<file path="src/clm_defines.svh">
/*
 Offsets, field positions, reset values and codes of the custom logic unit.
 Assumes inclusion by bare name from the design modules.
*/
`ifndef CLM_DEFINES_SVH
`define CLM_DEFINES_SVH
// ----------------------------------------
// Register indexes, byte address is four times the index
// ----------------------------------------
`define CLM_IDX_GLOBAL 4'h0
`define CLM_IDX_SEQ 4'h1
`define CLM_IDX_TABLE_A 4'h5
`define CLM_IDX_TABLE_B 4'h6
`define CLM_IDX_TABLE_C 4'h7
`define CLM_IDX_TABLE_F 4'h8
`define CLM_TABLE_STRIDE 4'h4
`define CLM_RESET_BYTE 8'h00
// ----------------------------------------
// Field positions
// ----------------------------------------
`define CLM_GC_ENABLE_BIT 0
`define CLM_GC_RUN_IN_STANDBY_BIT 6
`define CLM_CA_ENABLE_BIT 0
`define CLM_CA_PIN_OUTPUT_ENABLE_BIT 3
`define CLM_CA_FILT_LSB 4
`define CLM_CA_TABLE_CLOCK_SELECT_BIT 6
`define CLM_CA_EDGE_BIT 7
// ----------------------------------------
// Codes
// ----------------------------------------
`define CLM_SEQ_OFF 4'h0
`define CLM_SEQ_DFF 4'h1
`define CLM_SEQ_JK 4'h2
`define CLM_SEQ_DLATCH 4'h3
`define CLM_SEQ_RS 4'h4
`define CLM_FILT_NONE 2'h0
`define CLM_FILT_SYNC 2'h1
`define CLM_FILT_FULL 2'h2
`define CLM_SRC_MASK 4'h0
`define CLM_SRC_FEEDBACK 4'h1
`define CLM_SRC_LINK 4'h2
`define CLM_SRC_EVENT0 4'h3
`define CLM_SRC_EVENT1 4'h4
`define CLM_SRC_PIN 4'h5
`define CLM_SRC_CMP0 4'h6
`define CLM_SRC_TIMER_B0 4'h7
`define CLM_SRC_TIMER_A 4'h8
`define CLM_SRC_TIMER_D 4'h9
`define CLM_SRC_USART 4'ha
`define CLM_SRC_SPI 4'hb
`define CLM_SRC_CMP1 4'hc
`define CLM_SRC_TIMER_B1 4'hd
`define CLM_SRC_CMP2 4'he
`endif

</file>
<file path="src/clm_pkg.sv">
/*
 Types shared by the custom logic unit modules.
 Assumes clm_defines.svh is on the include path.
*/
package clm_pkg;
	// ----------------------------------------
	// Source bundle
	// ----------------------------------------
	typedef struct packed {
		logic [1:0] event_line;
		logic [1:0][2:0] pin;
		logic [2:0] comparator_output;
		logic [2:0] timer_a_output;
		logic [1:0] timer_b_output;
		logic timer_d_output_a;
		logic timer_d_output_b;
		logic usart_txd;
		logic usart_xck;
		logic spi_mosi;
		logic spi_sck;
		logic spi_miso;
	} clm_sources_t;
	typedef struct packed {
		logic edge_detect_enable;
		logic table_clock_select;
		logic [1:0] output_filter_select;
		logic pin_output_enable;
		logic enable;
	} clm_table_ctrl_t;
endpackage : clm_pkg

</file>
<file path="src/clm_table_stage.sv">
/*
 Output filter and edge detector of one lookup table.
 Assumes tick is a one-cycle enable standing for an edge of the selected table clock.
*/
`timescale 1ns/1ps
`default_nettype none
`include "clm_defines.svh"
module clm_table_stage
(
	input wire logic clk,
	input wire logic reset,
	input wire logic clear,
	input wire logic tick,
	input wire logic [1:0] output_filter_select,
	input wire logic edge_detect_enable,
	input wire logic din,
	output logic dout
);
	logic [1:0] sync_q;
	logic [1:0] hist_q;
	logic filt_q;
	logic edge_prev_q;
	logic filtered;
	// ----------------------------------------
	// Selection
	// ----------------------------------------
	assign filtered = (output_filter_select == `CLM_FILT_SYNC) ? sync_q[1] :
		(output_filter_select == `CLM_FILT_FULL) ? filt_q : din;
	assign dout = edge_detect_enable ? (filtered & ~edge_prev_q) : filtered;
	// ----------------------------------------
	// Clocked state
	// ----------------------------------------
	// Clear acts one cycle after the table is disabled, the clock select notwithstanding.
	always_ff @(posedge clk)
	begin
		if (reset || clear)
		begin
			sync_q <= 2'h0;
			hist_q <= 2'h0;
			filt_q <= 1'b0;
			edge_prev_q <= 1'b0;
		end
		else if (tick)
		begin
			sync_q <= {sync_q[0], din};
			hist_q <= {hist_q[0], sync_q[1]};
			if (sync_q[1] == hist_q[0] && hist_q[0] == hist_q[1])
			begin
				filt_q <= sync_q[1];
			end
			edge_prev_q <= filtered;
		end
	end
endmodule : clm_table_stage
`default_nettype wire

</file>
<file path="src/clm_unit.sv">
/*
 Custom logic unit: two lookup tables with input selectors, filters, edge detectors,
 one shared sequential element and a classic Wishbone register slave.
 Assumes all inputs are synchronous to clk and that sleep levels come from the power manager.
*/
`timescale 1ns/1ps
`default_nettype none
`include "clm_defines.svh"
// How it works
// - Run-in-standby set keeps the peripheral clock requested during Standby.
// - Otherwise Standby stops the clock; filtered, edged or sequenced outputs read 0.
// - Idle sleep keeps table evaluation and outputs running.
// - Clock select 1 lets input 2 edges clock filter, edge detector, sequencer.
// - Run-in-standby raises no clock request where no peripheral clock is needed.
// - Global bit 0 enables the unit; bit 6 holds run-in-standby.
// - Control A bit 0 enables its table.
// - Sequential codes: off, D flip-flop, JK flip-flop, D latch, RS latch.
// - Control A bit 7 switches the edge detector.
// - Control A bit 6 picks peripheral clock or input 2.
// - The shared sequencer follows the even table's clock.
// - Filter field: none, synchronizer only, full filter; 3 reserved.
// - Control A bit 3 drives the table output onto its pin.
// - Input 1 selector codes 0x0 to 0xE as listed.
// - Input 0 shares codes to 0x8; 0x9 inverted timer D A, 0xA USART clock.
// - Input 0 codes 0xB to 0xE: SPI clock, comparator 1, timer B1, comparator 2.
// - The function byte gives the output for each input combination.
// - Filtered output lags the plain result by two to five clocks.
module clm_unit
#(
	parameter int TABLES = 2
)
(
	input wire logic clk,
	input wire logic reset,
	input wire logic wb_cyc_i,
	input wire logic wb_stb_i,
	input wire logic wb_we_i,
	input wire logic [5:0] wb_adr_i,
	input wire logic [3:0] wb_sel_i,
	input wire logic [31:0] wb_dat_i,
	output logic [31:0] wb_dat_o,
	output logic wb_ack_o,
	input wire logic standby_sleep,
	input wire logic idle_sleep,
	input wire clm_pkg::clm_sources_t sources,
	output logic [TABLES-1:0] table_event,
	output logic [TABLES-1:0] table_output_pin_o,
	output logic [TABLES-1:0] table_output_pin_oe,
	output logic peripheral_clock_request
);
	// ----------------------------------------
	// Functions
	// ----------------------------------------
	function automatic logic pick_source(input logic [3:0] code, input logic [1:0] inp,
		input int tbl, input clm_pkg::clm_sources_t s, input logic fb, input logic lnk);
		logic r;
		r = 1'b0;
		case (code)
			`CLM_SRC_FEEDBACK: r = fb;
			`CLM_SRC_LINK: r = lnk;
			`CLM_SRC_EVENT0: r = s.event_line[0];
			`CLM_SRC_EVENT1: r = s.event_line[1];
			`CLM_SRC_PIN: r = s.pin[tbl][inp];
			`CLM_SRC_CMP0: r = s.comparator_output[0];
			`CLM_SRC_TIMER_B0: r = s.timer_b_output[0];
			`CLM_SRC_TIMER_A: r = s.timer_a_output[inp];
			`CLM_SRC_TIMER_D: r = (inp == 2'h0) ? ~s.timer_d_output_a :
				(inp == 2'h1) ? s.timer_d_output_b : s.timer_d_output_a;
			`CLM_SRC_USART: r = (inp == 2'h0) ? s.usart_xck :
				(inp == 2'h1) ? s.usart_txd : 1'b0;
			`CLM_SRC_SPI: r = (inp == 2'h0) ? s.spi_sck :
				(inp == 2'h1) ? s.spi_mosi : s.spi_miso;
			`CLM_SRC_CMP1: r = (inp == 2'h2) ? 1'b0 : s.comparator_output[1];
			`CLM_SRC_TIMER_B1: r = (inp == 2'h2) ? 1'b0 : s.timer_b_output[1];
			`CLM_SRC_CMP2: r = (inp == 2'h2) ? 1'b0 : s.comparator_output[2];
			default: r = 1'b0;
		endcase
		return r;
	endfunction : pick_source

	function automatic logic reg_hit(input logic [3:0] idx, input logic [3:0] where);
		return idx == where;
	endfunction : reg_hit

	function automatic logic seq_next(input logic [3:0] mode, input logic q,
		input logic a, input logic b, input logic tick);
		logic r;
		r = q;
		case (mode)
			`CLM_SEQ_DFF: r = (tick && b) ? a : q;
			`CLM_SEQ_JK:
			begin
				if (tick)
				begin
					r = ({a, b} == 2'b01) ? 1'b0 : ({a, b} == 2'b10) ? 1'b1 :
						({a, b} == 2'b11) ? ~q : q;
				end
			end
			`CLM_SEQ_DLATCH: r = b ? a : q;
			// Both inputs high is forbidden for the latch; holding keeps it predictable.
			`CLM_SEQ_RS: r = (a && !b) ? 1'b1 : (!a && b) ? 1'b0 : q;
			default: r = 1'b0;
		endcase
		return r;
	endfunction : seq_next
	// ----------------------------------------
	// Registers and bus decode
	// ----------------------------------------
	logic global_enable_q;
	logic run_in_standby_q;
	logic [3:0] sequential_select_q;
	clm_pkg::clm_table_ctrl_t ctrl_q [TABLES];
	logic [7:0] select_b_q [TABLES];
	logic [3:0] select_c_q [TABLES];
	logic [7:0] function_q [TABLES];
	logic ack_q;
	logic [31:0] rdata_q;
	logic [3:0] bus_idx;
	logic bus_req;
	logic bus_wr;
	logic prot_wr;
	logic [7:0] rd_byte;
	logic [7:0] rd_table [TABLES];
	logic [7:0] rd_tables_or;
	logic [7:0] wdat;

	assign bus_idx = wb_adr_i[5:2];
	assign bus_req = wb_cyc_i & wb_stb_i & ~ack_q;
	assign bus_wr = bus_req & wb_we_i & wb_sel_i[0];
	assign prot_wr = bus_wr & ~global_enable_q;
	assign wdat = wb_dat_i[7:0];

	always_comb
	begin
		rd_tables_or = 8'h00;
		for (int k = 0; k < TABLES; k++)
		begin
			rd_tables_or = rd_tables_or | rd_table[k];
		end
	end

	assign rd_byte = reg_hit(bus_idx, `CLM_IDX_GLOBAL) ?
		{1'b0, run_in_standby_q, 5'h00, global_enable_q} :
		reg_hit(bus_idx, `CLM_IDX_SEQ) ? {4'h0, sequential_select_q} : rd_tables_or;

	always_ff @(posedge clk)
	begin
		if (reset)
		begin
			ack_q <= 1'b0;
			rdata_q <= 32'h0000_0000;
			global_enable_q <= 1'b0;
			run_in_standby_q <= 1'b0;
			sequential_select_q <= `CLM_SEQ_OFF;
		end
		else
		begin
			ack_q <= bus_req;
			if (bus_req)
			begin
				rdata_q <= {24'h00_0000, rd_byte};
			end
			if (bus_wr && reg_hit(bus_idx, `CLM_IDX_GLOBAL))
			begin
				global_enable_q <= wdat[`CLM_GC_ENABLE_BIT];
				run_in_standby_q <= wdat[`CLM_GC_RUN_IN_STANDBY_BIT];
			end
			if (prot_wr && reg_hit(bus_idx, `CLM_IDX_SEQ))
			begin
				sequential_select_q <= wdat[3:0];
			end
		end
	end

	assign wb_ack_o = ack_q;
	assign wb_dat_o = rdata_q;
	// ----------------------------------------
	// Clock availability
	// ----------------------------------------
	logic [TABLES-1:0] active;
	logic [TABLES-1:0] uses_clocked;
	logic [TABLES-1:0] needs_periph;
	logic clock_stopped;
	logic request_q;
	logic [TABLES-1:0] table_tick;
	logic [TABLES-1:0] staged;
	logic [TABLES-1:0] out_q;
	logic [TABLES-1:0] oe_q;
	logic seq_q;
	logic seq_out;
	logic seq_on;

	assign seq_on = (sequential_select_q != `CLM_SEQ_OFF);
	// Idle sleep leaves the clock alone, so idle_sleep needs no term here.
	assign clock_stopped = standby_sleep & ~(global_enable_q & run_in_standby_q);

	always_ff @(posedge clk)
	begin
		if (reset)
		begin
			request_q <= 1'b0;
		end
		else
		begin
			request_q <= global_enable_q & run_in_standby_q & (|needs_periph);
		end
	end

	assign peripheral_clock_request = request_q;
	// ----------------------------------------
	// Lookup tables
	// ----------------------------------------
	genvar t;
	generate
		for (t = 0; t < TABLES; t++)
		begin : g_table
			localparam logic [3:0] IDX_A = 4'(`CLM_IDX_TABLE_A + t * `CLM_TABLE_STRIDE);
			localparam logic [3:0] IDX_B = 4'(`CLM_IDX_TABLE_B + t * `CLM_TABLE_STRIDE);
			localparam logic [3:0] IDX_C = 4'(`CLM_IDX_TABLE_C + t * `CLM_TABLE_STRIDE);
			localparam logic [3:0] IDX_F = 4'(`CLM_IDX_TABLE_F + t * `CLM_TABLE_STRIDE);
			logic in0;
			logic in1;
			logic in2;
			logic in2_prev_q;
			logic in2_truth;
			logic lut_raw;
			logic result;
			logic link;
			logic seq_here;

			always_ff @(posedge clk)
			begin
				if (reset)
				begin
					ctrl_q[t] <= clm_pkg::clm_table_ctrl_t'(6'h00);
					select_b_q[t] <= `CLM_RESET_BYTE;
					select_c_q[t] <= 4'h0;
					function_q[t] <= `CLM_RESET_BYTE;
				end
				else if (prot_wr)
				begin
					if (reg_hit(bus_idx, IDX_A))
					begin
						ctrl_q[t].edge_detect_enable <= wdat[`CLM_CA_EDGE_BIT];
						ctrl_q[t].table_clock_select <= wdat[`CLM_CA_TABLE_CLOCK_SELECT_BIT];
						ctrl_q[t].output_filter_select <= wdat[`CLM_CA_FILT_LSB +: 2];
						ctrl_q[t].pin_output_enable <= wdat[`CLM_CA_PIN_OUTPUT_ENABLE_BIT];
						ctrl_q[t].enable <= wdat[`CLM_CA_ENABLE_BIT];
					end
					if (reg_hit(bus_idx, IDX_B))
					begin
						select_b_q[t] <= wdat;
					end
					if (reg_hit(bus_idx, IDX_C))
					begin
						select_c_q[t] <= wdat[3:0];
					end
					if (reg_hit(bus_idx, IDX_F))
					begin
						function_q[t] <= wdat;
					end
				end
			end

			assign rd_table[t] = reg_hit(bus_idx, IDX_A) ? {ctrl_q[t].edge_detect_enable,
				ctrl_q[t].table_clock_select, ctrl_q[t].output_filter_select,
				ctrl_q[t].pin_output_enable, 2'h0, ctrl_q[t].enable} :
				reg_hit(bus_idx, IDX_B) ? select_b_q[t] :
				reg_hit(bus_idx, IDX_C) ? {4'h0, select_c_q[t]} :
				reg_hit(bus_idx, IDX_F) ? function_q[t] : 8'h00;

			assign active[t] = global_enable_q & ctrl_q[t].enable;
			assign seq_here = (t % 2 == 0) && seq_on;
			assign uses_clocked[t] = (ctrl_q[t].output_filter_select != `CLM_FILT_NONE) |
				ctrl_q[t].edge_detect_enable | seq_here;
			assign needs_periph[t] = active[t] & uses_clocked[t] &
				~ctrl_q[t].table_clock_select;

			// The next table's output feeds the link, wrapping round at the last table.
			assign link = out_q[(t + 1) % TABLES];
			assign in0 = pick_source(select_b_q[t][3:0], 2'h0, t, sources, seq_q, link);
			assign in1 = pick_source(select_b_q[t][7:4], 2'h1, t, sources, seq_q, link);
			assign in2 = pick_source(select_c_q[t], 2'h2, t, sources, seq_q, link);
			assign in2_truth = in2 & ~ctrl_q[t].table_clock_select;
			assign lut_raw = function_q[t][{in2_truth, in1, in0}];

			always_ff @(posedge clk)
			begin
				if (reset)
				begin
					in2_prev_q <= 1'b0;
				end
				else
				begin
					in2_prev_q <= in2;
				end
			end

			// Input 2 edges go on in Standby; only the peripheral clock is stopped there.
			assign table_tick[t] = ctrl_q[t].table_clock_select ? (in2 & ~in2_prev_q) :
				~clock_stopped;

			clm_table_stage u_stage
			(
				.clk(clk),
				.reset(reset),
				.clear(~active[t]),
				.tick(table_tick[t]),
				.output_filter_select(ctrl_q[t].output_filter_select),
				.edge_detect_enable(ctrl_q[t].edge_detect_enable),
				.din(lut_raw),
				.dout(staged[t])
			);

			assign result = seq_here ? seq_out : staged[t];

			always_ff @(posedge clk)
			begin
				if (reset)
				begin
					out_q[t] <= 1'b0;
					oe_q[t] <= 1'b0;
				end
				else
				begin
					out_q[t] <= active[t] & ~(clock_stopped & uses_clocked[t]) & result;
					oe_q[t] <= active[t] & ctrl_q[t].pin_output_enable;
				end
			end
		end
	endgenerate
	// ----------------------------------------
	// Shared sequential element
	// ----------------------------------------
	// The latch modes are transparent in the same cycle, so the output is taken
	// from the next value rather than from the stored bit.
	assign seq_out = (sequential_select_q == `CLM_SEQ_DLATCH ||
		sequential_select_q == `CLM_SEQ_RS) ?
		seq_next(sequential_select_q, seq_q, staged[0], staged[TABLES-1], 1'b0) : seq_q;

	always_ff @(posedge clk)
	begin
		if (reset || !active[0])
		begin
			seq_q <= 1'b0;
		end
		else if (!clock_stopped || ctrl_q[0].table_clock_select)
		begin
			seq_q <= seq_next(sequential_select_q, seq_q, staged[0], staged[TABLES-1],
				table_tick[0]);
		end
	end
	// ----------------------------------------
	// Outputs
	// ----------------------------------------
	assign table_event = out_q;
	assign table_output_pin_o = out_q;
	assign table_output_pin_oe = oe_q;
endmodule : clm_unit
`default_nettype wire

</file>
<file path="config.mk">
export PLATFORM = sky130hd
export DESIGN_NAME = clm_unit
export DESIGN_NICKNAME = d
export VERILOG_FILES = /design/src/clm_pkg.sv /design/src/clm_table_stage.sv /design/src/clm_unit.sv
export VERILOG_INCLUDE_DIRS = /design/src
export SDC_FILE = /design/constraint.sdc
export NUM_CORES = 1
export LEC_CHECK = 0
export ABC_CLOCK_PERIOD_IN_PS = 4550
export BUFFER_PORTS_ARGS = -buffer_cell sky130_fd_sc_hd__buf_4
export CORE_ASPECT_RATIO = 0.7
export CORE_MARGIN = 3
export CORE_UTILIZATION = 36
export CTS_CLUSTER_SIZE = 16
export DETAILED_ROUTE_END_ITERATION = 6
export GPL_TIMING_DRIVEN = 0
export MAX_ROUTING_LAYER = met4
export SYNTH_ARGS = -nofsm -noshare
export SYNTH_HDL_FRONTEND = slang
export SYNTH_HIERARCHICAL = 1
export SYNTH_SLANG_ARGS = --single-unit
</file>
<file path="constraint.sdc">
create_clock -name clk -period 4.55 [get_ports clk]
set_input_delay 1.365 -clock clk [delete_from_list [all_inputs] [get_ports clk]]
set_output_delay 1.365 -clock clk [all_outputs]
set_load 0.01 [all_outputs]
</file>
# == Word-level counts from Yosys, hierarchy flattened ==
# Memory sizes are Yosys's and may differ from the RTL's.
# Cells that the tools add are included.
# totals
ff_bits,35
memories,4
ramBits,52
output_inout_bits,40
elab_cells,309
input_bits,72
# op_classes
mux,90
bitwise_logic,64
n_eq_ne,103
reduce_logical,25
n_lt_le_gt_ge,2
# mem_list
memory,words,word_bits,rd,rd_ports_with_merged_regs,wr,line,rtl
function_q,2,8,2,0,2,clm_unit.sv:115,logic [7:0] function_q [TABLES];
select_b_q,2,8,2,0,2,clm_unit.sv:113,logic [7:0] select_b_q [TABLES];
ctrl_q,2,6,2,0,2,clm_unit.sv:112,clm_pkg::clm_table_ctrl_t ctrl_q [TABLES];
select_c_q,2,4,2,0,2,clm_unit.sv:114,logic [3:0] select_c_q [TABLES];
# op_table
operator,count
"equality test 4 bit, second input constant",39
"equality test 4 x 3 -> 1 bit, second input constant",28
2-to-1 mux 8 bit,14
2-to-1 mux 1 bit,62
"equality test 4 x 2 -> 1 bit, second input constant",14
one-hot mux 1 bit (14 select lines),4
"equality test 4 x 1 -> 1 bit, second input constant",8
bitwise AND 1 bit,28
one-hot mux 1 bit (10 select lines),2
OR 1 bit,19
NOT 1 bit,16
"equality test 2 bit, second input constant",4
"less-than comparator 3 x 4 -> 1 bit, second input constant",2
2-to-1 mux 4 bit,2
OR 8 bit,1
logical AND 1 bit,7
binary-select mux 1 bit (select 3 bit),2
"equality test 2 x 1 -> 1 bit, second input constant",3
logical OR 1 bit,5
equality test 1 bit,4
zero test 1 bit,4
zero test 4 bit,1
2-to-1 mux 2 bit,2
"inequality test 4 bit, second input constant",1
other kinds (9),12

# == Longest topological paths before layout ==
# Gate-level depths: netlist (run 1).
# An unclocked memory read counts as a cell.
# logic_depth
word_depth,18
depth_mapped,17
ltp_nobuf,16

# == Hierarchy ==
# Netlist (run 1), hierarchy kept.
# modules_own_cells
module,seq_area_each_um2,area_per_inst_um2,cells_per_inst,n_inst
clm_unit,2021.9,4747.1,476,1
clm_table_stage,120.1,281.5,29,2

# == Worst setup path before layout (run 1) ==
# Ideal clock, no wire load.
# synth_timing
path_type,input-to-reg
startpoint,input port sources[21] (netlist name)
endpoint,register seq_q
setup_time_ns,0.072
path_buffers,0
t_required_ns,4.478
t_arrival_ns,4.428
cell_stages,14
path_slack_ns,0.050
cell_sequence,mux2_4 -> a221o_1 -> a311o_1 -> nand2b_2 -> mux4_1 -> mux2_2 -> o221ai_2 -> a21oi_1 -> inv_1 -> ha_1 -> nand3b_1 -> o21ai_0 -> a311oi_1 -> mux2i_1
# synth_via
elab_chain_len,13
word_cells_on_any_way,42
cone_classes,eq/ne (6); mux (25); bitwise (5); reduce/logical (6)
# synth_lines
element,line,rtl
start: declaration,clm_unit.sv:45,"input wire clm_pkg::clm_sources_t sources,"
one-hot mux 1 bit (10 select lines),clm_unit.sv:58,case (code)
bitwise AND 1 bit,clm_unit.sv:284,assign in2_truth = in2 & ~ctrl_q[t].table_clock_select;
binary-select mux 1 bit (select 3 bit) *,clm_unit.sv:285,"assign lut_raw = function_q[t][{in2_truth, in1, in0}];"
2-to-1 mux 1 bit (implied by the code) *,clm_unit.sv:285,
net g_table[0].lut_raw,clm_unit.sv:226,logic lut_raw;
2-to-1 mux 1 bit *,clm_table_stage.sv:28,(output_filter_select == `CLM_FILT_FULL) ? filt_q : din;
2-to-1 mux 1 bit *,clm_table_stage.sv:27,assign filtered = (output_filter_select == `CLM_FILT_SYNC) ? sync_q[1] :
bitwise AND 1 bit,clm_table_stage.sv:29,assign dout = edge_detect_enable ? (filtered & ~edge_prev_q) : filtered;
2-to-1 mux 1 bit *,clm_table_stage.sv:29,
net staged[0],clm_unit.sv:186,logic [TABLES-1:0] staged;
equality test 2 bit / zero test 1 bit (equally long branches),"clm_unit.sv:95, clm_unit.sv:101",
2-to-1 mux 1 bit / logical AND 1 bit (equally long branches),"clm_unit.sv:95, clm_unit.sv:101",
"2-to-1 mux 1 bit, on equally long branches",-,
"2-to-1 mux 1 bit, on equally long branches","clm_unit.sv:93, clm_unit.sv:101",
one-hot mux 1 bit (4 select lines),clm_unit.sv:89,case (mode)
end signal: assignment,clm_unit.sv:349,"seq_q <= seq_next(sequential_select_q, seq_q, staged[0], staged[TABLES-1],"
end: declaration,clm_unit.sv:189,logic seq_q;
# Mark *: on every way through the listed nets, which the timed path passes. The rest lies on a longest branch. The select of a mux whose other input is x is not followed.
# A chain may end at the register's enable or synchronous reset.

# == Worst setup path in the final report (run 1) ==
# layout_timing
startpoint,input port sources[2] (netlist name)
endpoint,register seq_q
# layout_via
elab_chain_len,12
word_cells_on_any_way,33
cone_classes,eq/ne (5); mux (20); bitwise (2); reduce/logical (6)
# layout_lines
element,line
one-hot mux 1 bit (14 select lines) *,clm_unit.sv:58
binary-select mux 1 bit (select 3 bit) *,clm_unit.sv:285
2-to-1 mux 1 bit (implied by the code) *,clm_unit.sv:285
net g_table[0].lut_raw,clm_unit.sv:226
2-to-1 mux 1 bit *,clm_table_stage.sv:28
2-to-1 mux 1 bit *,clm_table_stage.sv:27
bitwise AND 1 bit,clm_table_stage.sv:29
2-to-1 mux 1 bit *,clm_table_stage.sv:29
net staged[0],clm_unit.sv:186
equality test 2 bit / zero test 1 bit (equally long branches),"clm_unit.sv:95, clm_unit.sv:101"
2-to-1 mux 1 bit / logical AND 1 bit (equally long branches),"clm_unit.sv:95, clm_unit.sv:101"
"2-to-1 mux 1 bit, on equally long branches",-
"2-to-1 mux 1 bit, on equally long branches","clm_unit.sv:93, clm_unit.sv:101"
one-hot mux 1 bit (4 select lines),clm_unit.sv:89
# Marks and branches as above.

==> impl_results.html, run 1 <==
<table>
<tr><th>Metric</th><th>Value</th></tr>
<tr><th colspan="2">Placement</th></tr>
<tr><td>Number of buffers inserted by port buffering</td><td>56</td></tr>
<tr><td>Cell count after placement</td><td>803</td></tr>
<tr><td>Post-placement setup slack</td><td>-570 ps</td></tr>
<tr><td>Routability congestion estimate</td><td>0.939</td></tr>
<tr><td>Hpwl dp</td><td>12.2 mm</td></tr>
<tr><th colspan="2">STA</th></tr>
<tr><td>Relative max-transition margin</td><td>42.0%</td></tr>
<tr><td>Worst slew pin tran</td><td>865 ps</td></tr>
<tr><td>TNS Setup</td><td>0 ps</td></tr>
<tr><td>Final critical-path share of the clock period</td><td>98.4%</td></tr>
<tr><td>Final critical delay including setup and external delays</td><td>4480 ps</td></tr>
<tr><td>Maximum clock rate</td><td>223 MHz</td></tr>
<tr><td>Count of final hold-check violations</td><td>0</td></tr>
<tr><td>Post-Route Skew</td><td>9.93 ps</td></tr>
<tr><td>Number of setup violations in the final report</td><td>0</td></tr>
<tr><td>Final Slew Violations</td><td>0</td></tr>
<tr><td>Worst-case setup margin in the final layout</td><td>71.9 ps</td></tr>
<tr><th colspan="2">Worst setup path</th></tr>
<tr><td>Critical register-to-register path startpoint</td><td>select_b_q[0][5]$_SDFFCE_PN0P_</td></tr>
<tr><td>Maximum fanout count along the critical path</td><td>4</td></tr>
<tr><td>Reg-to-Reg End</td><td>seq_q$_SDFFE_PP0P_</td></tr>
<tr><td>Cells on worst reg2reg path</td><td>14</td></tr>
<tr><td>Data arrival time of the critical path</td><td>4760 ps</td></tr>
<tr><td>R2R setup slack</td><td>520 ps</td></tr>
<tr><td>Launching instance or port of the critical path</td><td>sources[2]</td></tr>
<tr><td>Critical path class</td><td>in2reg</td></tr>
<tr><td>Critical Path Start Type</td><td>primary input</td></tr>
<tr><td>Critical path endpoint category</td><td>register</td></tr>
<tr><td>WP data required</td><td>4830 ps</td></tr>
<tr><td>Critical path capture point</td><td>seq_q$_SDFFE_PP0P_</td></tr>
<tr><th colspan="2">Clock network</th></tr>
<tr><td>TritonCTS clock tree</td><td>done</td></tr>
<tr><td>Number of buffers between clock root and the deepest sink</td><td>2</td></tr>
<tr><td>Clock sink count</td><td>87</td></tr>
<tr><td>Clock transition at path regs</td><td>70 ps</td></tr>
<tr><td>Root buffer cell</td><td>clkbuf_16</td></tr>
<tr><td>H-tree lvl count</td><td>3</td></tr>
<tr><td>Clk_lat worst skew</td><td>360 ps</td></tr>
<tr><td>Num CTS Buffers</td><td>9</td></tr>
<tr><th colspan="2">Global routing</th></tr>
<tr><td>Pin count of the biggest net entering global routing</td><td>18</td></tr>
<tr><td>Global-route wire length before repair</td><td>24.2 mm</td></tr>
<tr><td>Vias in the first global route</td><td>4,323</td></tr>
<tr><td>Congestion Overflow GR</td><td>0</td></tr>
<tr><td>Antenna violations before repair</td><td>0</td></tr>
<tr><td>Total track usage</td><td>20.5%</td></tr>
<tr><th colspan="2">Power and ir drop</th></tr>
<tr><td>Leak</td><td>2.57 nW</td></tr>
<tr><td>Power per cell area</td><td>294 nW/µm²</td></tr>
<tr><td>Peak supply drop</td><td>168 µV</td></tr>
<tr><th colspan="2">Die</th></tr>
<tr><td>Core region area</td><td>14,200 µm²</td></tr>
<tr><td>Count of pins on the block boundary</td><td>112</td></tr>
<tr><td>Die span in y</td><td>108 µm</td></tr>
<tr><td>Die Width</td><td>151 µm</td></tr>
<tr><td>Number of rows created at floorplan</td><td>36</td></tr>
<tr><td>Starting density of the core</td><td>37.4%</td></tr>
<tr><td>Total die area</td><td>16,300 µm²</td></tr>
<tr><th colspan="2">Synthesis</th></tr>
<tr><td>Async set-or-reset flop fraction in the synthesized netlist</td><td>0%</td></tr>
<tr><td>Post-Synth Adder-Cell Area</td><td>0.707%</td></tr>
<tr><td>Part of the Yosys area used for sequential elements</td><td>42.6%</td></tr>
<tr><td>Largest family of logic cells by synthesized area</td><td>simple AND/OR/NAND/NOR gates</td></tr>
<tr><td>Mean cell area of the mapped netlist</td><td>9.94 µm²</td></tr>
<tr><td>Commonest register cell after synthesis</td><td>edfxtp_1</td></tr>
<tr><td>Share of the synthesized area in compound gates (AO/OA/AOI/OAI)</td><td>14.1%</td></tr>
<tr><td>Number of register bits inferred by synthesis</td><td>87</td></tr>
<tr><td>Netlist area before placement</td><td>5310 µm²</td></tr>
<tr><td>Area share of and/or/nand/nor cells after synthesis</td><td>21.8%</td></tr>
<tr><td>Post-synth EDFFs</td><td>52</td></tr>
<tr><td>Post-synthesis instance total</td><td>534</td></tr>
<tr><td>Count of yosys warnings during synthesis</td><td>6</td></tr>
<tr><td>Area share of xor/xnor cells in the synthesized design</td><td>0.330%</td></tr>
<tr><td>Post-synth cell types</td><td>64</td></tr>
<tr><td>Share of cell area taken by muxes after synthesis</td><td>13.1%</td></tr>
<tr><th colspan="2">Final layout</th></tr>
<tr><td>FF/Latch Area</td><td>2260 µm²</td></tr>
<tr><td>Commonest non-fill, non-tap cell in the layout</td><td>buf_4</td></tr>
<tr><td>Layout net count</td><td>704</td></tr>
<tr><td>Top library cells by usage in the layout, fill and taps aside</td><td>buf_4 (90), and2_1 (55), edfxtp_1 (52)</td></tr>
<tr><td>Fraction of final layout cells sized beyond drive strength 1</td><td>22.2%</td></tr>
<tr><td>FILL cells</td><td>1,360</td></tr>
<tr><td>Total area of multi-input combinational cells</td><td>2790 µm²</td></tr>
<tr><td>Count of non-filler cells in the finished layout</td><td>824</td></tr>
<tr><td>Area growth, synth to finish</td><td>21.1%</td></tr>
<tr><td>Antenna diodes</td><td>0</td></tr>
<tr><th colspan="2">Routing</th></tr>
<tr><td>Average detailed-routed wire length per instance</td><td>19.6 µm</td></tr>
<tr><td>Number of vias after detailed routing</td><td>4,493</td></tr>
<tr><td>Number of vias per cell</td><td>5.45</td></tr>
<tr><td>Sum of routed wire length over all layers</td><td>16.1 mm</td></tr>
<tr><td>Count of unresolved DRC violations after routing</td><td>0</td></tr>
<tr><td>First drt pass iteration count</td><td>5</td></tr>
<tr><td>Number of violations reported at the end of detailed-routing iteration 0</td><td>474</td></tr>
<tr><td>Antenna-violating nets left</td><td>0</td></tr>
<tr><th colspan="2">Run status</th></tr>
<tr><td>Run status</td><td>complete, no violations</td></tr>
<tr><th colspan="2">Run</th></tr>
<tr><td>Reported max-cap violation count</td><td>0</td></tr>
<tr><th colspan="2">Min path</th></tr>
<tr><td>Worst hold-check path type</td><td>reg2reg</td></tr>
</table>
-- routing by layer --
metal / share of wire [%] / wire length [µm] / vias up / GRT usage [%]
met2: 44 / 7020 / 201 / 29.6
met1: 47 / 7550 / 2158 / 28.9
met3: 7.5 / 1210 / 41 / 4.42
met4: 2.1 / 333 / 0 / 6.14
met5: 0 / 0 / - / -
li1: - / - / 2093 / -
-- cell usage after synthesis, types with 5 or more instances --
| library cell | number | area share [%] |
|---|---|---|
| a311oi_1 | 8 | 1.3 |
| nor2b_1 | 14 | 1.6 |
| nor2_1 | 51 | 3.6 |
| nand2_1 | 33 | 2.3 |
| buf_4 | 30 | 4.2 |
| a21oi_1 | 22 | 2.1 |
| mux4_2 | 7 | 3.0 |
| inv_1 | 12 | 0.85 |
| a21o_1 | 5 | 0.71 |
| o21ai_0 | 9 | 0.85 |
| mux2i_1 | 41 | 7.7 |
| a22oi_1 | 7 | 0.99 |
| and3_1 | 6 | 0.71 |
| a22o_1 | 6 | 0.99 |
| nor3_1 | 14 | 1.3 |
| and2_1 | 55 | 6.5 |
| dfxtp_1 | 35 | 13 |
| nand3b_1 | 11 | 1.6 |
| clkbuf_1 | 20 | 1.4 |
| edfxtp_1 | 52 | 29 |
| nand3_1 | 8 | 0.75 |
-- state kept, by name (all words and copies together) (netlist names) --
register                     cells
ctrl_q                          12
function_q                      16
g_table.in2_prev_q               2
g_table.link                     2
g_table.u_stage/edge_prev_q      2
g_table.u_stage/filt_q           2
g_table.u_stage/hist_q           4
g_table.u_stage/sync_q           4
global_enable_q                  1
peripheral_clock_request         1
run_in_standby_q                 1
select_b_q                      16
select_c_q                       8
seq_q                            1
sequential_select_q              4
table_output_pin_oe              2
wb_ack_o                         1
wb_dat_o                         8
-- critical path: stages --
cell,delay [ps]
buf_4,110
mux2i_1,150
o22ai_1,90
and3_1,180
a311oi_1,570
mux4_1,660
mux2_4,330
o221ai_4,220
a21oi_4,70
inv_1,70
ha_1,220
nand3b_1,100
o21ai_2,70
a311oi_2,320
mux2i_1,230
-- kinds of logic (layout without fill, tap and decap cells) --
group                    Yosys count  after routing
AND/OR/NAND/NOR                  216            216
AO/OA/AOI/OAI                    100            100
flip-flops                        87             87
buffers and inverters             70            147
multiplexers                      55             55
adder cells (fa/ha/maj)            3              3
XOR/XNOR                           2              2
other                              1             24
-- layout make-up --
class / count / area share [%]
clock buffers: 9 / 3.50
clock inverters: 7 / 1.01
repair buffers: 61 / 7.18
well taps: 190 / 3.70
multi-input cells: 400 / 43.4
flip-flops and latches: 87 / 35.2
inverters: 12 / 0.701
plain buffers: 58 / 5.35
-- how the worst min path moves through the flow --
stage          cells past startpoint                                         to  slack (ps)                                       from
2_1_floorplan                      1          table_output_pin_oe[0]$_SDFF_PP0_         450                     ctrl_q[0][1]$_DFFE_PP_
6_report                           2                   wb_dat_o[4]$_SDFFE_PP0P_         500                   wb_dat_o[4]$_SDFFE_PP0P_
4_1_cts                            2                   wb_dat_o[6]$_SDFFE_PP0P_         500                   wb_dat_o[6]$_SDFFE_PP0P_
3_3_place_gp                       2     g_table[0].u_stage/filt_q$_SDFFE_PP0P_         470  g_table[0].u_stage/hist_q[0]$_SDFFE_PP0P_
5_1_grt                            2  g_table[1].u_stage/sync_q[1]$_SDFFE_PP0P_         530  g_table[1].u_stage/sync_q[0]$_SDFFE_PP0P_
3_5_place_dp                       2                   wb_dat_o[6]$_SDFFE_PP0P_         490                   wb_dat_o[6]$_SDFFE_PP0P_
-- power by group --
| group | switching [mW] | total [mW] | internal [mW] | leakage, nW |
|---|---|---|---|---|
| sequential | 0.0266 | 0.883 | 0.856 | 0.810 |
| clock | 0.346 | 0.730 | 0.384 | 0.140 |
| combinational | 0.151 | 0.275 | 0.124 | 1.62 |
-- through the flow --
stage                     area (µm²)  utilization (%)  total power, mW  hold WS [ps]
after CTS                       6370             44.9             1.88           503
after floorplan                 5400                -             1.05           449
after global placement          6050             42.7             1.15           473
final                           6430             45.3             1.89           501
after global routing            6430             45.3             1.95           534
after detailed placement        6050             42.7             1.16           490
-- repair_timing --
action | 4_1_cts | 5_1_grt
gates resized for setup | 2 | 10
setup endpoints to repair | 1 | 1
hold buffers | 0 | 0
buffers inserted | 1 | 4
pin swaps | 2 | 4
No activity file was read; power rests on OpenSTA's default activity.
==> run 2: changes to the inputs <==
Settings changed: SETUP_SLACK_MARGIN from default to 0.2.
==> impl_results.html, run 2 (same netlist as run 1, synthesis figures left out) <==
<table>
<tr><th>Metric</th><th>Value</th></tr>
<tr><th colspan="2">Run status</th></tr>
<tr><td>Run status</td><td>complete, no violations (unchanged)</td></tr>
<tr><th colspan="2">Global routing</th></tr>
<tr><td>Antenna violations before repair</td><td>0 (unchanged)</td></tr>
<tr><td>Congestion Overflow GR</td><td>0 (unchanged)</td></tr>
<tr><td>Global-route wire length before repair</td><td>23.7 mm (was 24.2 mm)</td></tr>
<tr><td>Total track usage</td><td>20.0% (was 20.5%)</td></tr>
<tr><td>Pin count of the biggest net entering global routing</td><td>17 (was 18)</td></tr>
<tr><td>Vias in the first global route</td><td>4,157 (was 4,323)</td></tr>
<tr><th colspan="2">Power and ir drop</th></tr>
<tr><td>Part of the total power dissipated in sequential elements</td><td>43.5% (was 46.8%)</td></tr>
<tr><td>Fraction of power consumed by the clock network</td><td>42.8% (was 38.7%)</td></tr>
<tr><td>Power per cell area</td><td>311 nW/µm² (was 294 nW/µm²)</td></tr>
<tr><td>Leak</td><td>2.61 nW (was 2.57 nW)</td></tr>
<tr><td>Internal power component</td><td>1.53 mW (was 1.36 mW)</td></tr>
<tr><td>Switching share of power</td><td>24.7% (was 27.8%)</td></tr>
<tr><td>Peak supply drop</td><td>156 µV (was 168 µV)</td></tr>
<tr><td>Relative contribution of combinational cells to total power</td><td>13.7% (was 14.6%)</td></tr>
<tr><td>Net switching component of the power</td><td>502 µW (was 524 µW)</td></tr>
<tr><th colspan="2">Final layout</th></tr>
<tr><td>Area growth, synth to finish</td><td>23.0% (was 21.1%)</td></tr>
<tr><td>FILL cells</td><td>1,341 (was 1,360)</td></tr>
<tr><td>Top library cells by usage in the layout, fill and taps aside</td><td>buf_4 (93), and2_1 (55), edfxtp_1 (52) (was buf_4 (90), and2_1 (55), edfxtp_1 (52))</td></tr>
<tr><td>Antenna diodes</td><td>0 (unchanged)</td></tr>
<tr><td>Final non-filler cell area</td><td>6530 µm² (was 6430 µm²)</td></tr>
<tr><td>Top flop regs</td><td>function_q (16), select_b_q (16), ctrl_q (12) (unchanged)</td></tr>
<tr><td>Commonest non-fill, non-tap cell in the layout</td><td>buf_4 (unchanged)</td></tr>
<tr><td>Fraction of final layout cells sized beyond drive strength 1</td><td>23.1% (was 22.2%)</td></tr>
<tr><td>Layout net count</td><td>707 (was 704)</td></tr>
<tr><th colspan="2">Worst setup path</th></tr>
<tr><td>Cell family with most CP delay</td><td>compound AO/OA/AOI/OAI gates (was multiplexers)</td></tr>
<tr><td>Critical register-to-register path startpoint</td><td>select_b_q[0][5]$_SDFFCE_PN0P_ (unchanged)</td></tr>
<tr><td>Cell breakdown of the critical path</td><td>buf_8 -&gt; mux2_4 -&gt; a221o_1 -&gt; a311o_1 -&gt; nand2b_4 -&gt; mux4_2 -&gt; mux2_4 -&gt; o221ai_4 -&gt; a21oi_4 -&gt; buf_4 -&gt; ha_1 -&gt; a21oi_2 -&gt; o32a_1 -&gt; nor2_1 -&gt; o21ai_1 -&gt; mux2i_1 (was buf_4 -&gt; mux2i_1 -&gt; o22ai_1 -&gt; and3_1 -&gt; a311oi_1 -&gt; mux4_1 -&gt; mux2_4 -&gt; o221ai_4 -&gt; a21oi_4 -&gt; inv_1 -&gt; ha_1 -&gt; nand3b_1 -&gt; o21ai_2 -&gt; a311oi_2 -&gt; mux2i_1)</td></tr>
<tr><td>R2R setup slack</td><td>740 ps (was 520 ps)</td></tr>
<tr><td>Cells on worst reg2reg path</td><td>15 (was 14)</td></tr>
<tr><td>Maximum fanout count along the critical path</td><td>6 (was 4)</td></tr>
<tr><td>Biggest cell delay along the critical path</td><td>540 ps (was 660 ps)</td></tr>
<tr><td>Max stage delay cell, worst path</td><td>mux4_2 (was mux4_1)</td></tr>
<tr><td>CP most frequent cell</td><td>mux2_4 (was mux2i_1)</td></tr>
<tr><td>WP data required</td><td>4770 ps (was 4830 ps)</td></tr>
<tr><td>Number of buffer and inverter instances along the worst setup path</td><td>2 (unchanged)</td></tr>
<tr><td>Critical path endpoint category</td><td>register (unchanged)</td></tr>
<tr><td>Critical Path Start Type</td><td>primary input (unchanged)</td></tr>
<tr><td>Critical path class</td><td>in2reg (unchanged)</td></tr>
<tr><td>Reg-to-Reg End</td><td>seq_q$_SDFFE_PP0P_ (unchanged)</td></tr>
<tr><td>Data arrival time of the critical path</td><td>4550 ps (was 4760 ps)</td></tr>
<tr><th colspan="2">Routing</th></tr>
<tr><td>Count of unresolved DRC violations after routing</td><td>0 (unchanged)</td></tr>
<tr><td>Antenna-violating nets left</td><td>0 (unchanged)</td></tr>
<tr><td>Sum of routed wire length over all layers</td><td>15.6 mm (was 16.1 mm)</td></tr>
<tr><td>Number of vias after detailed routing</td><td>4,446 (was 4,493)</td></tr>
<tr><td>First drt pass iteration count</td><td>5 (unchanged)</td></tr>
<tr><td>Average detailed-routed wire length per instance</td><td>18.9 µm (was 19.6 µm)</td></tr>
<tr><td>Number of vias per cell</td><td>5.38 (was 5.45)</td></tr>
<tr><td>Number of violations reported at the end of detailed-routing iteration 0</td><td>354 (was 474)</td></tr>
<tr><th colspan="2">STA</th></tr>
<tr><td>Worst slew pin tran</td><td>794 ps (was 865 ps)</td></tr>
<tr><td>TNS Setup</td><td>0 ps (unchanged)</td></tr>
<tr><td>Final critical delay including setup and external delays</td><td>4330 ps (was 4480 ps)</td></tr>
<tr><td>Final hold slack</td><td>483 ps (was 501 ps)</td></tr>
<tr><td>Unrepaired setup endpoints after global routing</td><td>true</td></tr>
<tr><td>Count of final hold-check violations</td><td>0 (unchanged)</td></tr>
<tr><td>Final Slew Violations</td><td>0 (unchanged)</td></tr>
<tr><td>Post-Route Skew</td><td>7.48 ps (was 9.93 ps)</td></tr>
<tr><td>Final critical-path share of the clock period</td><td>95.1% (was 98.4%)</td></tr>
<tr><td>Relative max-transition margin</td><td>46.8% (was 42.0%)</td></tr>
<tr><td>Maximum clock rate</td><td>231 MHz (was 223 MHz)</td></tr>
<tr><td>Number of setup violations in the final report</td><td>0 (unchanged)</td></tr>
<tr><th colspan="2">Die</th></tr>
<tr><td>Core region area</td><td>14,200 µm² (unchanged)</td></tr>
<tr><td>Starting density of the core</td><td>37.4% (unchanged)</td></tr>
<tr><td>Die Width</td><td>151 µm (unchanged)</td></tr>
<tr><td>Number of rows created at floorplan</td><td>36 (unchanged)</td></tr>
<tr><td>Total die area</td><td>16,300 µm² (unchanged)</td></tr>
<tr><td>Die span in y</td><td>108 µm (unchanged)</td></tr>
<tr><td>Count of pins on the block boundary</td><td>112 (unchanged)</td></tr>
<tr><th colspan="2">Min path</th></tr>
<tr><td>Worst min-delay path endpoint</td><td>wb_dat_o[1]$_SDFFE_PP0P_ (was wb_dat_o[4]$_SDFFE_PP0P_)</td></tr>
<tr><td>Min-Delay Path Depth</td><td>2 (unchanged)</td></tr>
<tr><td>Worst hold-check path type</td><td>reg2reg (unchanged)</td></tr>
<tr><td>Startpoint of the most critical hold path</td><td>wb_dat_o[1]$_SDFFE_PP0P_ (was wb_dat_o[4]$_SDFFE_PP0P_)</td></tr>
<tr><th colspan="2">Run</th></tr>
<tr><td>Reported max-cap violation count</td><td>0 (unchanged)</td></tr>
<tr><th colspan="2">Clock network</th></tr>
<tr><td>Clock sink count</td><td>87 (unchanged)</td></tr>
<tr><td>Number of buffers between clock root and the deepest sink</td><td>2 (unchanged)</td></tr>
<tr><td>Root buffer cell</td><td>clkbuf_16 (unchanged)</td></tr>
<tr><td>H-tree lvl count</td><td>3 (unchanged)</td></tr>
<tr><td>Hold buffer count at CTS</td><td>0 (unchanged)</td></tr>
<tr><td>Num CTS Buffers</td><td>9 (unchanged)</td></tr>
<tr><td>Clk_lat worst skew</td><td>350 ps (was 360 ps)</td></tr>
<tr><td>TritonCTS clock tree</td><td>done (unchanged)</td></tr>
<tr><td>Clock transition at path regs</td><td>70 ps (about the same)</td></tr>
<tr><th colspan="2">Placement</th></tr>
<tr><td>Placed cell area</td><td>6070 µm² (was 6050 µm²)</td></tr>
<tr><td>Number of buffers inserted by port buffering</td><td>56 (unchanged)</td></tr>
<tr><td>Hpwl dp</td><td>11.9 mm (was 12.2 mm)</td></tr>
<tr><td>Routability congestion estimate</td><td>0.937 (was 0.939)</td></tr>
</table>
run 2: changes by cell type in the layout (fill, tap and decap cells not counted), sizes merged:
cell,before,now
buf,98,101
bufinv,0,3
clkinv,2,1
clkinvlp,1,0
inv,16,15
run 2: layer usage:
metal / GRT usage, % / vias up / wire, µm
li1: - / 2101 / -
met1: 29.4 / 2158 / 7570
met2: 28.3 / 171 / 6760
met3: 3.54 / 16 / 1020
met4: 5.37 / 0 / 259
met5: - / - / 0
run 2: power groups by stage:
stage / clock network (mW) / registers [mW] / logic [mW]
after global placement: 0 / 0.898 / 0.256
final: 0.869 / 0.883 / 0.278
after detailed placement: 0 / 0.899 / 0.259
after global routing: 0.915 / 0.885 / 0.301
after floorplan: 0 / 0.889 / 0.165
after CTS: 0.879 / 0.882 / 0.269
run 2: how the worst max path moves through the flow:
stage	startpoint	to	cells past startpoint	slack, ps
floorplan	sources[21]	seq_q$_SDFFE_PP0P_	14	210
global placement	sources[21]	seq_q$_SDFFE_PP0P_	15	-430
detailed placement	sources[21]	seq_q$_SDFFE_PP0P_	15	-410
CTS	sources[21]	seq_q$_SDFFE_PP0P_	15	150
global route	sources[21]	seq_q$_SDFFE_PP0P_	15	170
finish	sources[21]	seq_q$_SDFFE_PP0P_	16	220
run 2: final cells by class:
class	count	area, µm²	area share, %
Clock buffer	9	225	3.45
Clock inverter	7	124	1.90
Tap cell	190	238	3.64
Inverter	12	45.0	0.690
Buffer	58	344	5.27
Sequential cell	87	2260	34.6
Multi-Input combinational cell	400	2800	42.9
Timing Repair Buffer	64	488	7.47
run 2: what timing repair did:
action	CTS	global route
setup endpoints to repair	1	2
resized for setup	10	3
pin swaps	5	4
buffers inserted	3	5
run 2: worst register-to-register path, delay by kind of cell, from the launching register on:
family / cells / cell delay [ps]
AO/OA/AOI/OAI: 8 / 1450
adder cells (fa/ha/maj): 1 / 230
buffers and inverters: 1 / 160
flip-flops: 1 / 490
multiplexers: 3 / 1090
AND/OR/NAND/NOR: 2 / 280
run 2: through the flow:
stage / std cells / worst slack [ps] / total power [mW] / utilization, %
2_1_floorplan: 557 / 212 / 1.05 / -
3_3_place_gp: 803 / -429 / 1.15 / 42.8
3_5_place_dp: 803 / -408 / 1.16 / 42.8
4_1_cts: 822 / 150 / 2.03 / 45.7
5_1_grt: 827 / 170 / 2.10 / 46.0
6_report: 827 / 222 / 2.03 / 46.0
==> run 3: changes to the inputs <==
Settings changed: CELL_PAD_IN_SITES_DETAIL_PLACEMENT from default to 1, CELL_PAD_IN_SITES_GLOBAL_PLACEMENT from default to 2, CORE_UTILIZATION 36 to 31, PLACE_DENSITY_LB_ADDON from default to 0.1, SLEW_MARGIN from default to 20.
==> impl_results.html, run 3 (same netlist as run 1, synthesis figures left out) <==
<table>
<tr><th>Metric</th><th>Value</th></tr>
<tr><th colspan="2">STA</th></tr>
<tr><td>Unrepaired setup endpoints after global routing</td><td>true (unchanged)</td></tr>
<tr><td>Number of setup violations in the final report</td><td>0 (unchanged)</td></tr>
<tr><td>Final Slew Violations</td><td>0 (unchanged)</td></tr>
<tr><td>Post-Route Skew</td><td>10.0 ps (was 7.48 ps)</td></tr>
<tr><td>Final critical delay including setup and external delays</td><td>4360 ps (was 4330 ps)</td></tr>
<tr><td>Maximum clock rate</td><td>229 MHz (was 231 MHz)</td></tr>
<tr><td>Worst slew pin tran</td><td>800 ps (was 794 ps)</td></tr>
<tr><td>Relative max-transition margin</td><td>46.4% (was 46.8%)</td></tr>
<tr><td>Final critical-path share of the clock period</td><td>95.9% (was 95.1%)</td></tr>
<tr><td>Final hold slack</td><td>498 ps (was 483 ps)</td></tr>
<tr><td>TNS Setup</td><td>0 ps (unchanged)</td></tr>
<tr><td>Count of final hold-check violations</td><td>0 (unchanged)</td></tr>
<tr><th colspan="2">Placement</th></tr>
<tr><td>Placed cell area</td><td>6120 µm² (was 6070 µm²)</td></tr>
<tr><td>Routability congestion estimate</td><td>0.925 (was 0.937)</td></tr>
<tr><td>Hpwl dp</td><td>13.8 mm (was 11.9 mm)</td></tr>
<tr><td>Number of buffers inserted by port buffering</td><td>56 (unchanged)</td></tr>
<tr><th colspan="2">Clock network</th></tr>
<tr><td>H-tree lvl count</td><td>3 (unchanged)</td></tr>
<tr><td>Root buffer cell</td><td>clkbuf_16 (unchanged)</td></tr>
<tr><td>Num CTS Buffers</td><td>9 (unchanged)</td></tr>
<tr><td>Clock sink count</td><td>87 (unchanged)</td></tr>
<tr><td>TritonCTS clock tree</td><td>done (unchanged)</td></tr>
<tr><td>Clock transition at path regs</td><td>60 ps (was 70 ps)</td></tr>
<tr><td>Clk_lat worst skew</td><td>350 ps (about the same)</td></tr>
<tr><td>Number of buffers between clock root and the deepest sink</td><td>2 (unchanged)</td></tr>
<tr><th colspan="2">Routing</th></tr>
<tr><td>Count of unresolved DRC violations after routing</td><td>0 (unchanged)</td></tr>
<tr><td>Sum of routed wire length over all layers</td><td>17.7 mm (was 15.6 mm)</td></tr>
<tr><td>First drt pass iteration count</td><td>5 (unchanged)</td></tr>
<tr><td>Number of vias per cell</td><td>5.13 (was 5.38)</td></tr>
<tr><td>Number of violations reported at the end of detailed-routing iteration 0</td><td>225 (was 354)</td></tr>
<tr><td>Average detailed-routed wire length per instance</td><td>20.6 µm (was 18.9 µm)</td></tr>
<tr><td>Number of vias after detailed routing</td><td>4,414 (was 4,446)</td></tr>
<tr><td>Antenna-violating nets left</td><td>0 (unchanged)</td></tr>
<tr><th colspan="2">Final layout</th></tr>
<tr><td>FILL cells</td><td>1,915 (was 1,341)</td></tr>
<tr><td>Top flop regs</td><td>function_q (16), select_b_q (16), ctrl_q (12) (unchanged)</td></tr>
<tr><td>Antenna diodes</td><td>0 (unchanged)</td></tr>
<tr><td>Fraction of final layout cells sized beyond drive strength 1</td><td>23.0% (was 23.1%)</td></tr>
<tr><td>Area growth, synth to finish</td><td>23.1% (was 23.0%)</td></tr>
<tr><td>Top library cells by usage in the layout, fill and taps aside</td><td>buf_4 (92), and2_1 (55), edfxtp_1 (52) (was buf_4 (93), and2_1 (55), edfxtp_1 (52))</td></tr>
<tr><td>Layout net count</td><td>706 (was 707)</td></tr>
<tr><td>Final non-filler cell area</td><td>6540 µm² (was 6530 µm²)</td></tr>
<tr><td>Core Util, Final</td><td>39.5% (was 46.0%)</td></tr>
<tr><td>Commonest non-fill, non-tap cell in the layout</td><td>buf_4 (unchanged)</td></tr>
<tr><th colspan="2">Power and ir drop</th></tr>
<tr><td>Total Power</td><td>1.93 mW (was 2.03 mW)</td></tr>
<tr><td>Net switching component of the power</td><td>517 µW (was 502 µW)</td></tr>
<tr><td>Part of the total power dissipated in sequential elements</td><td>45.7% (was 43.5%)</td></tr>
<tr><td>Internal power component</td><td>1.42 mW (was 1.53 mW)</td></tr>
<tr><td>Leak</td><td>2.59 nW (was 2.61 nW)</td></tr>
<tr><td>Relative contribution of combinational cells to total power</td><td>14.8% (was 13.7%)</td></tr>
<tr><td>Power per cell area</td><td>296 nW/µm² (was 311 nW/µm²)</td></tr>
<tr><td>Fraction of power consumed by the clock network</td><td>39.5% (was 42.8%)</td></tr>
<tr><td>Switching share of power</td><td>26.7% (was 24.7%)</td></tr>
<tr><td>Peak supply drop</td><td>147 µV (was 156 µV)</td></tr>
<tr><th colspan="2">Global routing</th></tr>
<tr><td>Vias in the first global route</td><td>4,489 (was 4,157)</td></tr>
<tr><td>Congestion Overflow GR</td><td>0 (unchanged)</td></tr>
<tr><td>Pin count of the biggest net entering global routing</td><td>17 (unchanged)</td></tr>
<tr><td>Total track usage</td><td>19.7% (was 20.0%)</td></tr>
<tr><td>Antenna violations before repair</td><td>1 (was 0)</td></tr>
<tr><td>Global-route wire length before repair</td><td>27.1 mm (was 23.7 mm)</td></tr>
<tr><th colspan="2">Worst setup path</th></tr>
<tr><td>WP data required</td><td>4810 ps (was 4770 ps)</td></tr>
<tr><td>Critical Path Start Type</td><td>primary input (unchanged)</td></tr>
<tr><td>Data arrival time of the critical path</td><td>4620 ps (was 4550 ps)</td></tr>
<tr><td>Critical path class</td><td>in2reg (unchanged)</td></tr>
<tr><td>Critical register-to-register path startpoint</td><td>select_b_q[0][5]$_SDFFCE_PN0P_ (unchanged)</td></tr>
<tr><td>Maximum fanout count along the critical path</td><td>5 (was 6)</td></tr>
<tr><td>Critical path endpoint category</td><td>register (unchanged)</td></tr>
<tr><td>R2R setup slack</td><td>700 ps (was 740 ps)</td></tr>
<tr><td>Reg-to-Reg End</td><td>seq_q$_SDFFE_PP0P_ (unchanged)</td></tr>
<tr><td>Cells on worst reg2reg path</td><td>14 (was 15)</td></tr>
<tr><th colspan="2">Die</th></tr>
<tr><td>Core region area</td><td>16,500 µm² (was 14,200 µm²)</td></tr>
<tr><td>Die Width</td><td>162 µm (was 151 µm)</td></tr>
<tr><td>Count of pins on the block boundary</td><td>112 (unchanged)</td></tr>
<tr><td>Die span in y</td><td>116 µm (was 108 µm)</td></tr>
<tr><td>Total die area</td><td>18,800 µm² (was 16,300 µm²)</td></tr>
<tr><td>Starting density of the core</td><td>32.1% (was 37.4%)</td></tr>
<tr><td>Number of rows created at floorplan</td><td>39 (was 36)</td></tr>
<tr><th colspan="2">Min path</th></tr>
<tr><td>Min-Delay Path Depth</td><td>2 (unchanged)</td></tr>
<tr><td>Worst min-delay path endpoint</td><td>g_table[0].u_stage/sync_q[0]$_SDFFE_PP0P_ (was wb_dat_o[1]$_SDFFE_PP0P_)</td></tr>
<tr><td>Startpoint of the most critical hold path</td><td>g_table[0].u_stage/sync_q[0]$_SDFFE_PP0P_ (was wb_dat_o[1]$_SDFFE_PP0P_)</td></tr>
<tr><td>Worst hold-check path type</td><td>reg2reg (unchanged)</td></tr>
<tr><th colspan="2">Run status</th></tr>
<tr><td>Run status</td><td>complete, no violations (unchanged)</td></tr>
<tr><th colspan="2">Run</th></tr>
<tr><td>Reported max-cap violation count</td><td>0 (unchanged)</td></tr>
</table>
## run 3: changes by cell type in the layout (fill, tap and decap cells not counted)
cell,before,now
inv_6,2,3
bufinv_16,3,1
o31ai_2,3,2
ha_2,0,1
buf_8,1,0
buf_12,0,1
ha_1,3,2
clkinv_1,0,1
o31ai_4,0,1
buf_4,93,92
## run 3: critical path: stages
cell	delay (ps)
buf_12	110
mux2_4	250
a221o_1	320
a311o_1	350
nand2b_4	130
mux4_2	550
mux2_4	310
o221ai_4	210
a21oi_4	50
inv_1	60
ha_1	220
nand3b_1	100
o21ai_1	90
a311oi_2	240
mux2i_1	260
## run 3: final cells by class
| cell class | instances | area, µm² | area share, % |
|---|---|---|---|
| Buffer | 58 | 344 | 5.27 |
| Clock buffer | 9 | 225 | 3.45 |
| Clock inverter | 7 | 76.3 | 1.17 |
| Inverter | 12 | 45.0 | 0.689 |
| Multi-Input combinational cell | 400 | 2820 | 43.1 |
| Sequential cell | 87 | 2260 | 34.6 |
| Tap cell | 225 | 282 | 4.31 |
| Timing Repair Buffer | 63 | 485 | 7.43 |
## run 3: worst max-delay path by stage
stage / from / endpoint / slack [ps] / depth (start not counted)
2_1_floorplan: sources[21] / seq_q$_SDFFE_PP0P_ / 210 / 14
3_3_place_gp: sources[21] / seq_q$_SDFFE_PP0P_ / -510 / 14
3_5_place_dp: sources[21] / seq_q$_SDFFE_PP0P_ / -490 / 14
4_1_cts: sources[21] / seq_q$_SDFFE_PP0P_ / 110 / 15
5_1_grt: sources[21] / seq_q$_SDFFE_PP0P_ / 90 / 15
6_report: sources[21] / seq_q$_SDFFE_PP0P_ / 190 / 15
## run 3: power groups by stage
stage | registers, mW | logic [mW] | clock network (mW)
detailed placement | 0.900 | 0.268 | 0
global placement | 0.900 | 0.264 | 0
floorplan | 0.889 | 0.165 | 0
CTS | 0.883 | 0.279 | 0.784
finish | 0.884 | 0.286 | 0.765
global route | 0.886 | 0.310 | 0.820
## run 3: what timing repair did
item,4_1_cts,5_1_grt
hold buffers,0,0
resized for setup,11,5
endpoints found under the setup margin,2,2
pin swaps,5,6
buffers inserted,6,1
## run 3: layer usage
metal  up-vias  part of all wire, %  track usage (%)
met4         0                 0.78             3.35
met2       102                   43             28.6
met1      2209                   52             29.4
li1       2095                    -                -
met3         8                  4.2             3.14
met5         -                    0                -
## run 3: stage by stage
step | cells | setup WS (ps)
after floorplan | 557 | 212
after global placement | 838 | -508
after detailed placement | 838 | -494
after CTS | 860 | 113
after global routing | 861 | 90.5
final | 861 | 186
